==> src/gsn_pkg.sv <==
// Purpose: Shared constants and types for the pin control and notify block
// Assumes: 32-bit Avalon-MM register bus, byte addressing, one clock
// Notes: Register indices are kept as printed; byte address is index times four
package gsn_pkg;

    // ****************************************
    // Sizes
    // ****************************************
    localparam int unsigned PIN_W = 10;
    localparam int unsigned ADDR_W = 8;

    // ****************************************
    // Register indices
    // ****************************************
    localparam logic [ADDR_W-1:0] IDX_PIN_DIR = 8'h0d;
    localparam logic [ADDR_W-1:0] IDX_PIN_SET_STROBE = 8'h0e;
    localparam logic [ADDR_W-1:0] IDX_PIN_CLEAR_STROBE = 8'h0f;
    localparam logic [ADDR_W-1:0] IDX_PIN_LEVEL = 8'h10;
    localparam logic [ADDR_W-1:0] IDX_PIN_CHANGE_MASK = 8'h11;
    localparam logic [ADDR_W-1:0] IDX_NOTIFY_FORMAT_CTRL = 8'h12;
    localparam logic [ADDR_W-1:0] IDX_PIN_ALT_SEL = 8'h20;
    localparam logic [ADDR_W-1:0] IDX_IRQ_STATUS = 8'h21;
    localparam logic [ADDR_W-1:0] IDX_IRQ_MASK = 8'h22;

    // ****************************************
    // Reset values
    // ****************************************
    localparam logic [PIN_W-1:0] RST_PIN_CHANGE_MASK = 10'h100;
    localparam logic [PIN_W-1:0] RST_PIN_DIR = 10'h000;
    localparam logic [PIN_W-1:0] RST_PIN_LEVEL = 10'h000;
    localparam logic [PIN_W-1:0] RST_PIN_ALT_SEL = 10'h000;
    localparam logic [1:0] RST_NOTIFY_FORMAT = 2'h0;
    localparam logic [2:0] RST_IRQ_MASK = 3'h0;

    // ****************************************
    // Field positions
    // ****************************************
    localparam int unsigned FMT_CUSTOM_BIT = 0;
    localparam int unsigned FMT_BREAK_EN_BIT = 1;
    localparam int unsigned IRQ_SENT_BIT = 0;
    localparam int unsigned IRQ_PIN_CHG_BIT = 1;
    localparam int unsigned IRQ_BREAK_BIT = 2;

    // ****************************************
    // Packet constants
    // ****************************************
    localparam logic [7:0] STD_REQ_TYPE = 8'ha1;
    localparam logic [7:0] STD_NOTIFY_CODE = 8'h20;
    localparam logic [7:0] STD_IFACE_NUM = 8'h00;
    localparam logic [15:0] STD_LENGTH = 16'h0002;
    localparam logic [3:0] STD_PKT_LAST = 4'h9;
    localparam logic [3:0] CUST_PKT_LAST = 4'h4;

    // ****************************************
    // Types
    // ****************************************
    typedef enum logic [1:0] {
        GSN_IDLE = 2'b01,
        GSN_SEND = 2'b10
    } gsn_state_e;

    // Serial line status from the receiver, same clock
    typedef struct packed {
        logic overrun;   // One-cycle pulse
        logic parity;    // One-cycle pulse
        logic framing;   // One-cycle pulse
        logic brk_rx;    // One-cycle pulse on break received
        logic brk_state; // Level
        logic ring;      // Level
        logic dsr;       // Level
        logic dcd;       // Level
    } gsn_uart_s;

    // Notification byte stream toward the interrupt endpoint
    typedef struct packed {
        logic valid;
        logic last;
        logic [7:0] data;
    } gsn_pkt_s;

    typedef struct packed {
        logic [PIN_W-1:0] sync1;
        logic [PIN_W-1:0] sync2;
        logic [PIN_W-1:0] prev;
        logic [PIN_W-1:0] outv;
        logic [PIN_W-1:0] dir;
        logic [PIN_W-1:0] alt;
        logic [PIN_W-1:0] mask;
        logic [1:0] fmt;
        logic [PIN_W-1:0] chg;
        logic pend;
        logic [2:0] err_acc;
        logic [2:0] modem_prev;
        gsn_state_e st;
        logic [3:0] idx;
        logic [PIN_W-1:0] snap_pins;
        logic [PIN_W-1:0] snap_chg;
        logic [7:0] snap_line;
        logic [2:0] irq_stat;
        logic [2:0] irq_mask;
        logic ack;
        logic [31:0] rdata;
        logic [7:0] pkt_data;
    } gsn_state_s;

endpackage

==> src/gsn_notify.sv <==
// Purpose: Ten-pin output control, change masking and notification packets
// Assumes: Avalon-MM slave with waitrequest, synchronous active-low reset
// Notes: Pins are sampled through two flops; packet goes out as a byte stream
`timescale 1ns/1ps

// Behaviour
// RQ1: set strobe ones drive outputs high
// RQ2: clear strobe ones drive outputs low
// RQ3: alternate-function pins ignore set and clear
// RQ4: input pins ignore set and clear
// RQ5: level read returns all ten pins
// RQ6: level write loads outputs directly
// RQ7: zero mask bit lets change notify
// RQ8: masking covers every input pin
// RQ9: masked pins still report true level
// RQ10: format bit1 enables break notification
// RQ11: format bit0 picks custom layout
// RQ12: standard header bytes A1 then 20
// RQ13: zero value, interface zero, length two
// RQ14: standard data word line status bits
// RQ15: custom packet: levels then change flags
// RQ16: custom status byte at offset four
// RQ17: direction bit one means output
// RQ18: change flags cleared after packet sent; code clears them when the packet snapshot is taken, before sending
// RQ19: software writes zeros to reserved bits
module gsn_notify
    import gsn_pkg::*;
(
    input wire logic clock,
    input wire logic rst_n,
    input wire logic [ADDR_W-1:0] avs_address,
    input wire logic avs_read,
    input wire logic avs_write,
    input wire logic [31:0] avs_writedata,
    output logic [31:0] avs_readdata,
    output logic avs_waitrequest,
    input wire logic [PIN_W-1:0] pin_in,
    output logic [PIN_W-1:0] pin_out,
    output logic [PIN_W-1:0] pin_oe,
    input wire logic [PIN_W-1:0] alt_out,
    input wire logic [PIN_W-1:0] alt_oe,
    input wire gsn_uart_s uart_line,
    output gsn_pkt_s pkt,
    input wire logic pkt_ready,
    output logic irq
);

    gsn_state_s cur_ff;
    gsn_state_s nxt_cur;

    // ****************************************
    // Bus decode
    // ****************************************
    logic [ADDR_W-1:0] reg_idx;
    logic wr_go;
    logic [PIN_W-1:0] wr_pins;
    logic [PIN_W-1:0] gpio_out_pins;
    logic [PIN_W-1:0] pin_edges;
    logic [PIN_W-1:0] input_pins;
    logic [2:0] modem_now;
    logic trig_pins;
    logic trig_break;
    logic trig_line;
    logic any_trig;
    logic pkt_done;
    logic [31:0] rd_mux;
    logic [7:0] std_byte;
    logic [7:0] cust_byte;

    // Byte address to register index; low two bits ignored as lanes are full words
    assign reg_idx = {2'b00, avs_address[ADDR_W-1:2]};
    // The write lands on the edge where waitrequest is seen low
    assign wr_go = avs_write && cur_ff.ack;
    assign wr_pins = avs_writedata[PIN_W-1:0];

    // Only plain outputs take strobes; alternate pins and inputs are shielded
    assign gpio_out_pins = cur_ff.dir & ~cur_ff.alt; // RQ3 RQ4 RQ17
    // A pin counts as input when nothing here drives it
    assign input_pins = ~pin_oe;
    assign pin_edges = (cur_ff.sync2 ^ cur_ff.prev) & input_pins;
    assign modem_now = {uart_line.ring, uart_line.dsr, uart_line.dcd};

    // ****************************************
    // Notification triggers
    // ****************************************
    assign trig_pins = |(pin_edges & ~cur_ff.mask); // RQ7 RQ8
    assign trig_break = uart_line.brk_rx && cur_ff.fmt[FMT_BREAK_EN_BIT]; // RQ10
    assign trig_line = uart_line.overrun || uart_line.parity || uart_line.framing
        || (modem_now != cur_ff.modem_prev);
    assign any_trig = trig_pins || trig_break || trig_line;
    assign pkt_done = (cur_ff.st == GSN_SEND) && pkt_ready && pkt.last;

    // ****************************************
    // Packet byte selection
    // ****************************************
    // Standard layout: fixed header, then the two-byte line status word
    always_comb begin
        case (cur_ff.idx)
            4'h0: std_byte = STD_REQ_TYPE; // RQ12
            4'h1: std_byte = STD_NOTIFY_CODE; // RQ12
            4'h4: std_byte = STD_IFACE_NUM; // RQ13
            4'h6: std_byte = STD_LENGTH[7:0]; // RQ13
            4'h7: std_byte = STD_LENGTH[15:8]; // RQ13
            4'h8: std_byte = {1'b0, cur_ff.snap_line[6:0]}; // RQ14
            default: std_byte = 8'h00; // RQ13 RQ14
        endcase
    end

    // Custom layout: pin levels, change flags, error and break-state byte
    always_comb begin
        case (cur_ff.idx)
            4'h0: cust_byte = cur_ff.snap_pins[7:0]; // RQ15
            4'h1: cust_byte = {6'h00, cur_ff.snap_pins[9:8]}; // RQ15
            4'h2: cust_byte = cur_ff.snap_chg[7:0]; // RQ15
            4'h3: cust_byte = {6'h00, cur_ff.snap_chg[9:8]}; // RQ15
            default: cust_byte = {4'h0, cur_ff.snap_line[6:4], cur_ff.snap_line[2]}; // RQ16
        endcase
    end

    // ****************************************
    // Register read mux
    // ****************************************
    // Unmapped addresses read as zero; reserved bits read as zero
    always_comb begin
        rd_mux = 32'h0000_0000;
        case (reg_idx)
            IDX_PIN_DIR: rd_mux[PIN_W-1:0] = cur_ff.dir;
            IDX_PIN_LEVEL: rd_mux[PIN_W-1:0] = cur_ff.sync2; // RQ5 RQ9
            IDX_PIN_CHANGE_MASK: rd_mux[PIN_W-1:0] = cur_ff.mask;
            IDX_NOTIFY_FORMAT_CTRL: rd_mux[1:0] = cur_ff.fmt;
            IDX_PIN_ALT_SEL: rd_mux[PIN_W-1:0] = cur_ff.alt;
            IDX_IRQ_STATUS: rd_mux[2:0] = cur_ff.irq_stat;
            IDX_IRQ_MASK: rd_mux[2:0] = cur_ff.irq_mask;
            default: rd_mux = 32'h0000_0000;
        endcase
    end

    // ****************************************
    // Next state
    // ****************************************
    always_comb begin
        nxt_cur = cur_ff;

        // Two-flop pin synchroniser; only the second stage feeds logic
        nxt_cur.sync1 = pin_in;
        nxt_cur.sync2 = cur_ff.sync1;
        nxt_cur.prev = cur_ff.sync2;
        nxt_cur.modem_prev = modem_now;

        // Bus handshake: one wait cycle, then answer for one cycle
        nxt_cur.ack = (avs_read || avs_write) && !cur_ff.ack;
        if ((avs_read || avs_write) && !cur_ff.ack) begin
            nxt_cur.rdata = rd_mux;
        end

        // Register writes; upper bits are dropped on the floor
        if (wr_go) begin
            case (reg_idx)
                IDX_PIN_DIR: nxt_cur.dir = wr_pins; // RQ17
                IDX_PIN_SET_STROBE: begin
                    nxt_cur.outv = cur_ff.outv | (wr_pins & gpio_out_pins); // RQ1 RQ3 RQ4
                end
                IDX_PIN_CLEAR_STROBE: begin
                    nxt_cur.outv = cur_ff.outv & ~(wr_pins & gpio_out_pins); // RQ2 RQ3 RQ4
                end
                IDX_PIN_LEVEL: begin
                    nxt_cur.outv = (cur_ff.outv & ~gpio_out_pins)
                        | (wr_pins & gpio_out_pins); // RQ6
                end
                IDX_PIN_CHANGE_MASK: nxt_cur.mask = wr_pins; // RQ7
                IDX_NOTIFY_FORMAT_CTRL: nxt_cur.fmt = avs_writedata[1:0]; // RQ10 RQ11
                IDX_PIN_ALT_SEL: nxt_cur.alt = wr_pins;
                IDX_IRQ_MASK: nxt_cur.irq_mask = avs_writedata[2:0];
                default: nxt_cur.fmt = nxt_cur.fmt;
            endcase
        end

        // Accumulate error pulses until they are reported
        nxt_cur.err_acc = cur_ff.err_acc
            | {uart_line.overrun, uart_line.parity, uart_line.framing};
        // Change flags gather every input edge, masked or not
        nxt_cur.chg = cur_ff.chg | pin_edges; // RQ18
        if (any_trig) begin
            nxt_cur.pend = 1'b1;
        end

        // Packet sequencer
        case (cur_ff.st)
            GSN_IDLE: begin
                if (cur_ff.pend) begin
                    nxt_cur.st = GSN_SEND;
                    nxt_cur.idx = 4'h0;
                    nxt_cur.pend = any_trig;
                    // Snapshot so the packet stays self-consistent while it drains
                    nxt_cur.snap_pins = cur_ff.sync2; // RQ9
                    nxt_cur.snap_chg = cur_ff.chg;
                    nxt_cur.snap_line = {1'b0, cur_ff.err_acc, uart_line.ring,
                        uart_line.brk_state, uart_line.dsr, uart_line.dcd}; // RQ14
                    // Edges in this very cycle stay pending for the next packet
                    nxt_cur.chg = pin_edges; // RQ18
                    nxt_cur.err_acc = {uart_line.overrun, uart_line.parity,
                        uart_line.framing};
                end
            end
            GSN_SEND: begin
                if (pkt_ready) begin
                    if (pkt.last) begin
                        nxt_cur.st = GSN_IDLE;
                        nxt_cur.idx = 4'h0;
                    end else begin
                        nxt_cur.idx = cur_ff.idx + 4'h1;
                    end
                end
            end
            default: begin
                nxt_cur.st = GSN_IDLE;
                nxt_cur.idx = 4'h0;
            end
        endcase
        nxt_cur.pkt_data = cur_ff.fmt[FMT_CUSTOM_BIT] ? cust_byte : std_byte; // RQ11

        // Sticky events: a new event wins over a write-one clear
        if (wr_go && reg_idx == IDX_IRQ_STATUS) begin
            nxt_cur.irq_stat = cur_ff.irq_stat & ~avs_writedata[2:0];
        end
        if (pkt_done) begin
            nxt_cur.irq_stat[IRQ_SENT_BIT] = 1'b1;
        end
        if (trig_pins) begin
            nxt_cur.irq_stat[IRQ_PIN_CHG_BIT] = 1'b1;
        end
        if (trig_break) begin
            nxt_cur.irq_stat[IRQ_BREAK_BIT] = 1'b1;
        end
    end

    // ****************************************
    // State register
    // ****************************************
    always_ff @(posedge clock) begin
        if (!rst_n) begin
            cur_ff <= '0;
            cur_ff.outv <= RST_PIN_LEVEL;
            cur_ff.dir <= RST_PIN_DIR; // RQ17
            cur_ff.alt <= RST_PIN_ALT_SEL;
            cur_ff.mask <= RST_PIN_CHANGE_MASK; // RQ7
            cur_ff.fmt <= RST_NOTIFY_FORMAT; // RQ11
            cur_ff.irq_mask <= RST_IRQ_MASK;
            cur_ff.st <= GSN_IDLE;
        end else begin
            cur_ff <= nxt_cur;
        end
    end

    // ****************************************
    // Outputs
    // ****************************************
    // Alternate functions own their pins; plain pins follow direction
    assign pin_out = (cur_ff.alt & alt_out) | (~cur_ff.alt & cur_ff.outv);
    assign pin_oe = (cur_ff.alt & alt_oe) | (~cur_ff.alt & cur_ff.dir); // RQ17

    assign avs_waitrequest = (avs_read || avs_write) && !cur_ff.ack;
    assign avs_readdata = cur_ff.rdata;

    // Valid stands for the whole packet; bytes come from the registered index
    assign pkt.valid = (cur_ff.st == GSN_SEND);
    assign pkt.data = cur_ff.fmt[FMT_CUSTOM_BIT] ? cust_byte : std_byte;
    assign pkt.last = (cur_ff.st == GSN_SEND) && (cur_ff.idx ==
        (cur_ff.fmt[FMT_CUSTOM_BIT] ? CUST_PKT_LAST : STD_PKT_LAST)); // RQ13 RQ16

    assign irq = |(cur_ff.irq_stat & cur_ff.irq_mask);

endmodule

==> config.mk <==
export PLATFORM = sky130hd
export DESIGN_NAME = gsn_notify
export DESIGN_NICKNAME = d
export VERILOG_FILES = /design/src/gsn_pkg.sv /design/src/gsn_notify.sv
export SDC_FILE = /design/constraint.sdc
export NUM_CORES = 1
export LEC_CHECK = 0
export ABC_AREA = 1
export BUFFER_PORTS_ARGS = -buffer_cell sky130_fd_sc_hd__buf_4
export CAP_MARGIN = 5
export CORE_MARGIN = 8
export CORE_UTILIZATION = 35
export DETAILED_ROUTE_END_ITERATION = 10
export GPL_ROUTABILITY_DRIVEN = 1
export GPL_TIMING_DRIVEN = 1
export PLACE_DENSITY = 0.64
export SKIP_CTS_REPAIR_TIMING = 1
export SYNTH_ARGS = -nofsm -noshare
export SYNTH_HDL_FRONTEND = slang
export SYNTH_SLANG_ARGS = --single-unit
==> constraint.sdc <==
create_clock -name clock -period 3.89 [get_ports clock]
set_clock_uncertainty 0.2 [all_clocks]
set_input_delay 0.5835 -clock clock [delete_from_list [all_inputs] [get_ports clock]]
set_output_delay 0.5835 -clock clock [all_outputs]
set_load 0.02 [all_outputs]
Word level (Yosys, flattened, before mapping)
Index checks and enable logic that the tools add are counted.
Widths: inputs -> output; s select.
Operators by class
  bitwise logic cells: 24
  $add $sub $neg: 1
  equal/unequal tests: 21
  muxes and demuxes: 20
  reductions and logical operators: 30
Operators by type and width (count)
  $and 10x10->10: 9
  $pmux 8 s4: 2
  $not 10->10: 5
  $or 10x10->10: 5
  $mux 34: 1
  $pmux 10 s3: 1
  $mux 14: 2
  $pmux 7 s4: 1
  $eq 6x4->1 const B: 3
  $eq 6x5->1 const B: 3
  $eq 6x6->1 const B: 3
  $reduce_and 2->1: 8
  $pmux 2 s7: 1
  $pmux 6 s2: 1
  $reduce_or 10->1: 1
  $xor 10x10->10: 1
  $eq 4x2->1 const B: 2
  $mux 4: 2
  $mux 8: 1
  $logic_and 1x1->1: 7
  $and 3x3->3: 2
  $logic_or 1x1->1: 6
  $mux 6: 1
  $pmux 1 s6: 1
  21 further kinds: 27
Word-level totals
  output and inout bits: 64
  register bits after elaboration: 139
  input port bits: 83

Logic depth before layout (Yosys ltp)
Gate-level depths: netlist (run 1).
  depth in word-level cells: 12
  gate-level depth with buffers: 10
  mapped depth without buffers: 10

Worst setup path before layout (run 1)
No wires, ideal clock.
  path type: reg-to-output
  from: reg cur_ff[75] (netlist bit)
  to: out pkt[0] (netlist bit)
  setup slack: 1679 ps
  stages on the path, launching flop included: 11
  arrival time: 1428 ps
  buffers on the path: 1
  required time: 3107 ps
  cell sequence: dfxtp_1 -> inv_1 -> ha_1 -> inv_1 -> nor2_2 -> nor2_1 -> nand2_1 -> inv_1 -> a21oi_1 -> o21ai_1 -> buf_4
RTL lines
  from (decl): RTL line gsn_notify.sv:48  | gsn_state_s cur_ff;
  from (signal assigned): RTL line gsn_notify.sv:251  | cur_ff <= nxt_cur;
  to (decl): RTL line gsn_notify.sv:43  | output gsn_pkt_s pkt,

==> flow_metrics.tcl, run 1 <==
set metrics [dict create \
    die-width_um 153.7 \
    count_of_flip_flops_with_a_built_in_enable_after_synthesis 0 \
    critPathMaxFanout 9 \
    fillers 1981 \
    async_reset_ff_share_pct 0 \
    post-route-util_pct 42.37 \
    post_route_cells_drive_above_1_share_pct 15.61 \
    clk_pin_slew_ps 60 \
    post-route-period-util_pct 75.74 \
    insertedDiodeCount 0 \
    kind_of_start_point_of_the_critical_path "flip-flop" \
    critical_register_to_register_path_startpoint "cur_ff[80]$_SDFFE_PN0P_" \
    synth-warning-count 0 \
    htree_num_levels 4 \
    clock-root-buffer "sky130_fd_sc_hd__clkbuf_16" \
    synthAdderAreaFrac_pct 1.131 \
    power-per-cell-area_nw_per_um2 437.7 \
    synth_simple_gate_area_share_pct 23.75 \
    detail_route.wl_per_cell_um 14.16 \
    synth_largest_type_area_fraction_pct 41.91 \
    synth_top_family_by_area "simple AND/OR/NAND/NOR gates" \
    antenna_found_initial 0 \
    holdCritStartpoint "pin_in[6]" \
    min_path_cells 3 \
    synth.lib_cells_used.distinct 38 \
    globalRoute.totalOverflow 0 \
    ys_seq_elements 139 \
    post_synth_main_area_contributors "sky130_fd_sc_hd__dfxtp_1 42%, sky130_fd_sc_hd__nand2_1 12%, sky130_fd_sc_hd__inv_1 7.6%" \
    synth.mux.area_fraction_pct 0 \
    setup_repair_after_global_routing_missed_its_margin "false" \
    wire_length_of_the_first_global_routing_pass_um 29120 \
    clock_insertion_delay_worst_skew_ps 420 \
    clock_path_buffers 2 \
    crit-reg2reg-capture "cur_ff[69]$_SDFFE_PN0P_" \
    place_congestion 0.8629 \
    synthesis.area_per_instance_um2 6.952 \
    die_y_um 153.7 \
    drc 0 \
    report.final.setup_viol 0 \
    hold_viol 0 \
    hold_path.class "input pin to flip-flop" \
    max_cap_viol_count 0 \
    cts_tree "yes" \
    status "finished, final reports clean" \
    worst-r2r-cell-count 7 \
    initial_utilization_pct 35.61 \
    ys_seq_area_share_pct 41.91 \
    route.detailed.vias_per_inst 4.684 \
    place.detailed.hpwl_um 13280 \
    synth.most_common_cell "sky130_fd_sc_hd__nand2_1" \
    max-slew-margin-rel_pct 22.99 \
    area.growth.synth_to_final_pct 18.98 \
    maxSlewViolCount 0 \
    element_type_at_the_critical_path_end "output pin" \
    mappedNetlistArea_um2 6639 \
    synthDominantAreaCellType "sky130_fd_sc_hd__dfxtp_1" \
    timing_worst_slew_pin_value_ps 1154 \
    design.portCount 147 \
    post_synthesis_compound_gate_area_fraction_pct 17.72 \
    vdd.ir_drop.worst_mv 0.3224 \
    criticalPathCategory "flip-flop to output pin" \
    pin_count_of_the_biggest_net_entering_global_routing 108 \
    finalSetupTns_ps 0 \
    maxClockFrequency_mhz 339.4 \
    cp_data_arrival_time_ps 2160 \
    grt_usage_pct 15.35 \
    worst-endpoint-required_ps 3110 \
    synth_ff_type "sky130_fd_sc_hd__dfxtp_1" \
    clock-sinks 139 \
    cts_made_buffers 17 \
    numPortBuffers 100 \
    dieArea_um2 23630 \
    totalPowerFinal_mw 3.457 \
    drtIter0Drc 424 \
    worst_r2r_setup_slack_ps 1720 \
    coreArea_um2 18640 \
    standard_cell_row_count 50 \
    whs_endpoint "cur_ff[166]$_SDFF_PN0_" \
    detailroute.via_count 5958 \
    nets 1115 \
    power_leakage_nw 3.733 \
    route.antenna.remaining_nets 0 \
    synth_xor_area_share_pct 0.6596 \
    synthTopCellsByCount "207 x sky130_fd_sc_hd__nand2_1, 139 x sky130_fd_sc_hd__dfxtp_1, 135 x sky130_fd_sc_hd__inv_1" \
    grt_pass1_vias 5650 \
    wirelength_um 18010 \
    synthCells 955 \
    timing.final.crit_period_ps 2946 \
    first_pass_drt_iterations 5 \
]
[metrics by stage]
stage / cells / hold WS, ps / cell area [um2] / setup WS (ps)
after global placement: 1241 / 195.4 / 7340 / 1439
after global routing: 1272 / 125.3 / 7899 / 792.2
final: 1272 / 140.5 / 7899 / 943.8
after detailed placement: 1241 / 203.5 / 7340 / 1396
after floorplan: 976 / 190.5 / 6718 / 1679
after CTS: 1272 / 132.4 / 7899 / 926.3
[worst max-delay path, cell delays in order (launching register included)]
cell and delay (ps):
sky130_fd_sc_hd__dfxtp_1 350, sky130_fd_sc_hd__inv_1 160, sky130_fd_sc_hd__ha_1 170, sky130_fd_sc_hd__inv_1 60, sky130_fd_sc_hd__nor2_2 330, sky130_fd_sc_hd__nor2_1 90, sky130_fd_sc_hd__nand2_1 120, sky130_fd_sc_hd__inv_1 60
sky130_fd_sc_hd__a21oi_1 140, sky130_fd_sc_hd__o21ai_1 90, sky130_fd_sc_hd__buf_4 170
[per-layer routing]
metal | vias to the layer above | GRT usage (%) | part of all wire [%] | wire length [um]
li1 | 3125 | - | - | -
met5 | - | 0 | 0 | 0
met1 | 2645 | 19.19 | 47 | 8393
met2 | 167 | 25.51 | 47 | 8393
met3 | 21 | 3.812 | 5.1 | 924
met4 | 0 | 4.900 | 1.7 | 301
[worst max path at each step]
stage                            startpoint     end  slack (ps)  cells past startpoint
detailed placement  cur_ff[75]$_SDFFE_PN0P_  pkt[1]        1400                     10
global placement    cur_ff[75]$_SDFFE_PN0P_  pkt[1]        1440                      9
CTS                 cur_ff[75]$_SDFFE_PN0P_  pkt[1]         930                     10
finish              cur_ff[75]$_SDFFE_PN0P_  pkt[0]         940                     10
floorplan           cur_ff[75]$_SDFFE_PN0P_  pkt[0]        1680                     10
global route        cur_ff[75]$_SDFFE_PN0P_  pkt[0]         790                      9
[state kept, by name (all words and copies together) (netlist names)]
signal and cells:
cur_ff 129, avs_readdata 10
[power breakdown]
part           switching, mW  internal [mW]
Combinational          0.237          0.140
Sequential            0.0450           1.50
Clock                  0.639          0.893
Total                  0.922           2.54
[cell type report]
type | count | area [um2] | share of cell area, %
multi-input combinational | 622 | 2954 | 37.40
inverter | 143 | 536.8 | 6.796
clock inverter | 13 | 120.1 | 1.521
timing repair buffer | 103 | 773.2 | 9.789
tap | 234 | 292.8 | 3.707
sequential | 139 | 2783 | 35.23
clock buffer | 18 | 439.2 | 5.560
[layout by cell type (no fill, tap or decap), types with 2 or more instances in the layout]
master,count
sky130_fd_sc_hd__nand2_1,207
sky130_fd_sc_hd__dfxtp_1,139
sky130_fd_sc_hd__inv_1,135
sky130_fd_sc_hd__buf_4,103
sky130_fd_sc_hd__o21ai_0,99
sky130_fd_sc_hd__nor2_1,88
sky130_fd_sc_hd__a21oi_1,83
sky130_fd_sc_hd__nand3_1,38
sky130_fd_sc_hd__conb_1,22
sky130_fd_sc_hd__o21ai_1,18
sky130_fd_sc_hd__clkbuf_16,17
sky130_fd_sc_hd__nand4_1,15
sky130_fd_sc_hd__inv_2,8
sky130_fd_sc_hd__a22o_1,7
sky130_fd_sc_hd__ha_1,6
sky130_fd_sc_hd__clkinvlp_4,6
sky130_fd_sc_hd__nor2_2,5
sky130_fd_sc_hd__xor2_1,5
sky130_fd_sc_hd__a31oi_1,4
sky130_fd_sc_hd__nor2_8,3
sky130_fd_sc_hd__nand3_2,3
sky130_fd_sc_hd__nor2_4,2
sky130_fd_sc_hd__nand2_2,2
sky130_fd_sc_hd__o22ai_1,2
sky130_fd_sc_hd__inv_6,2
sky130_fd_sc_hd__clkinv_4,2
sky130_fd_sc_hd__clkinv_2,2
[logic make-up after synthesis]
kind of cell,count (synthesis)
adders and majority gates,6
AOI/OAI and AO/OA,222
and+or+nand+nor,367
other,1
DFF,139
buffers and inverters,215
xor gates and xnor gates,5
Power figures use the tool's default switching activity.
==> run 2, diff against run 1 <==
--- a/config.mk
+++ b/config.mk
@@ -13,7 +13,7 @@
 export DETAILED_ROUTE_END_ITERATION = 10
 export GPL_ROUTABILITY_DRIVEN = 1
 export GPL_TIMING_DRIVEN = 1
-export PLACE_DENSITY = 0.64
+export PLACE_DENSITY = 0.66
 export SKIP_CTS_REPAIR_TIMING = 1
 export SYNTH_ARGS = -nofsm -noshare
 export SYNTH_HDL_FRONTEND = slang
==> constraint.sdc (replaced) <==
create_clock -name clock -period 2.4 [get_ports clock]
set_clock_uncertainty 0.2 [all_clocks]
set_input_delay 0.36 -clock clock [delete_from_list [all_inputs] [get_ports clock]]
set_output_delay 0.36 -clock clock [all_outputs]
set_load 0.02 [all_outputs]
==> run 2 against run 1 <==
Effect of this change: sequential share of layout area down 1.3 points; power grew 63%; core utilization grew 1.8 points; highest routed layer unchanged; largest cell class unchanged.
==> flow_metrics.tcl, run 2 (synthesis results as in run 1) <==
set metrics [dict create \
    status "finished, final reports clean" \
    clk_pin_slew_ps 60 \
    initial_utilization_pct 35.61 \
    power-per-cell-area_nw_per_um2 682.8 \
    setup_repair_after_global_routing_missed_its_margin "true" \
    critPathMaxFanout 6 \
    place.detailed.hpwl_um 13810 \
    pin_count_of_the_biggest_net_entering_global_routing 96 \
    kind_of_start_point_of_the_critical_path "flip-flop" \
    clock_path_buffers 2 \
    cp_data_arrival_time_ps 1830 \
    detailroute.via_count 6054 \
    leading_cell_type_in_the_layout_fill_and_taps_excluded "sky130_fd_sc_hd__nand2_1" \
    wire_length_of_the_first_global_routing_pass_um 28700 \
    die_y_um 153.7 \
    clock-root-buffer "sky130_fd_sc_hd__clkbuf_16" \
    max-slew-margin-rel_pct 41.18 \
    dieArea_um2 23630 \
    first_pass_drt_iterations 5 \
    element_type_at_the_critical_path_end "output pin" \
    die-width_um 153.7 \
    grt_usage_pct 15.29 \
    max_cap_viol_count 0 \
    antenna_found_initial 0 \
    insertedDiodeCount 0 \
    hold_path.class "input pin to flip-flop" \
    power_leakage_nw 3.863 \
    nets 1139 \
    wirelength_um 18400 \
    critical_register_to_register_path_startpoint "cur_ff[79]$_SDFFE_PN1P_" \
    drc 0 \
    numPortBuffers 100 \
    route.detailed.vias_per_inst 4.679 \
    detail_route.wl_per_cell_um 14.22 \
    hold_viol 0 \
    drtIter0Drc 574 \
    timing.final.crit_period_ps 2386 \
    report.final.setup_viol 0 \
    grt_pass1_vias 5499 \
    worst-r2r-cell-count 5 \
    crit_start "cur_ff[75]$_SDFFE_PN0P_" \
    cts_tree "yes" \
    crit-reg2reg-capture "cur_ff[71]$_SDFFE_PN0P_" \
    worst_r2r_setup_slack_ps 540 \
    worst-endpoint-required_ps 1840 \
    min_path_cells 3 \
    globalRoute.totalOverflow 0 \
    maxClockFrequency_mhz 419.1 \
    route.antenna.remaining_nets 0 \
    area.growth.synth_to_final_pct 24.16 \
    post_route_cells_drive_above_1_share_pct 18.21 \
    top_register "cur_ff" \
    cts_made_buffers 17 \
    post-route-period-util_pct 99.42 \
    criticalPathCategory "flip-flop to output pin" \
    post-route-util_pct 44.21 \
    clock_insertion_delay_worst_skew_ps 430 \
    critical_path.endpoint "pkt[0]" \
    design.portCount 147 \
    place_congestion 0.8303 \
    largest_register_ff_count 129 \
    standard_cell_row_count 50 \
    final.setup.worst_slack_ps 14.00 \
    vdd.ir_drop.worst_mv 0.6117 \
    htree_num_levels 4 \
    clock-sinks 139 \
    maxSlewViolCount 0 \
    dp_slack_ps 182.3 \
    fillers 1907 \
    coreArea_um2 18640 \
    layout.cells.most_common_list "205 x sky130_fd_sc_hd__nand2_1, 135 x sky130_fd_sc_hd__dfxtp_1, 128 x sky130_fd_sc_hd__inv_1" \
    timing_worst_slew_pin_value_ps 881.4 \
]
==> run 2: routing by layer <==
metal | routed length, um | vias to the layer above | part of all wire [%] | global-route usage (%)
met3 | 963 | 26 | 5.2 | 3.391
met2 | 8614 | 172 | 47 | 24.84
met1 | 8405 | 2681 | 46 | 19.02
li1 | - | 3175 | - | -
met5 | 0 | - | 0 | 0
met4 | 418 | 0 | 2.3 | 7.046
==> run 2: layout make-up <==
| cell class | count | area, um2 | area share (%) |
|---|---|---|---|
| timing repair buffer | 126 | 1002 | 12.16 |
| inverter | 143 | 549.3 | 6.664 |
| tap | 234 | 292.8 | 3.552 |
| clock buffer | 23 | 488.0 | 5.920 |
| clock inverter | 6 | 63.81 | 0.7741 |
| sequential | 139 | 2793 | 33.88 |
| multi-input combinational | 623 | 3054 | 37.05 |
==> run 2: through the flow <==
step / total power [mW] / setup TNS (ps) / hold WS [ps] / area (um2) / instances
after floorplan: 2.984 / 0 / 190.5 / 6718 / 976
after global placement: 3.176 / 0 / 196.5 / 7390 / 1246
after detailed placement: 3.187 / 0 / 195.3 / 7390 / 1246
after CTS: 5.653 / -1954 / -103.5 / 7941 / 1275
after global routing: 5.861 / -205.1 / 4.703 / 8243 / 1294
final: 5.628 / 0 / 6.641 / 8243 / 1294
==> run 2: critical path, cell delays in order, from the launching register on <==
cell                      delay [ps]
sky130_fd_sc_hd__dfxtp_4         380
sky130_fd_sc_hd__inv_6            90
sky130_fd_sc_hd__ha_4            130
sky130_fd_sc_hd__inv_4            30
sky130_fd_sc_hd__nor2_4          150
sky130_fd_sc_hd__nor2_1           80
sky130_fd_sc_hd__nand2_2          90
sky130_fd_sc_hd__inv_2            50
sky130_fd_sc_hd__a21oi_1         160
sky130_fd_sc_hd__o21ai_1          80
sky130_fd_sc_hd__buf_4           160
==> run 2: how the worst min path moves through the flow <==
stage	slack, ps	to	startpoint
finish	7	cur_ff[108]$_SDFFE_PN1P_	avs_writedata[8]
global route	5	cur_ff[108]$_SDFFE_PN1P_	avs_writedata[8]
CTS	-100	cur_ff[168]$_SDFF_PN0_	pin_in[8]
detailed placement	200	cur_ff[156]$_SDFF_PN0_	cur_ff[166]$_SDFF_PN0_
global placement	200	cur_ff[159]$_SDFF_PN0_	cur_ff[169]$_SDFF_PN0_
floorplan	190	cur_ff[150]$_SDFF_PN0_	cur_ff[160]$_SDFF_PN0_
==> run 2: power breakdown <==
part / switching [mW] / leakage (nW) / total [mW] / internal, mW
combinational: 0.400 / 2.46 / 0.649 / 0.248
sequential: 0.0787 / 1.14 / 2.51 / 2.43
clock: 0.952 / 0.267 / 2.47 / 1.51
total: 1.43 / 3.86 / 5.63 / 4.20
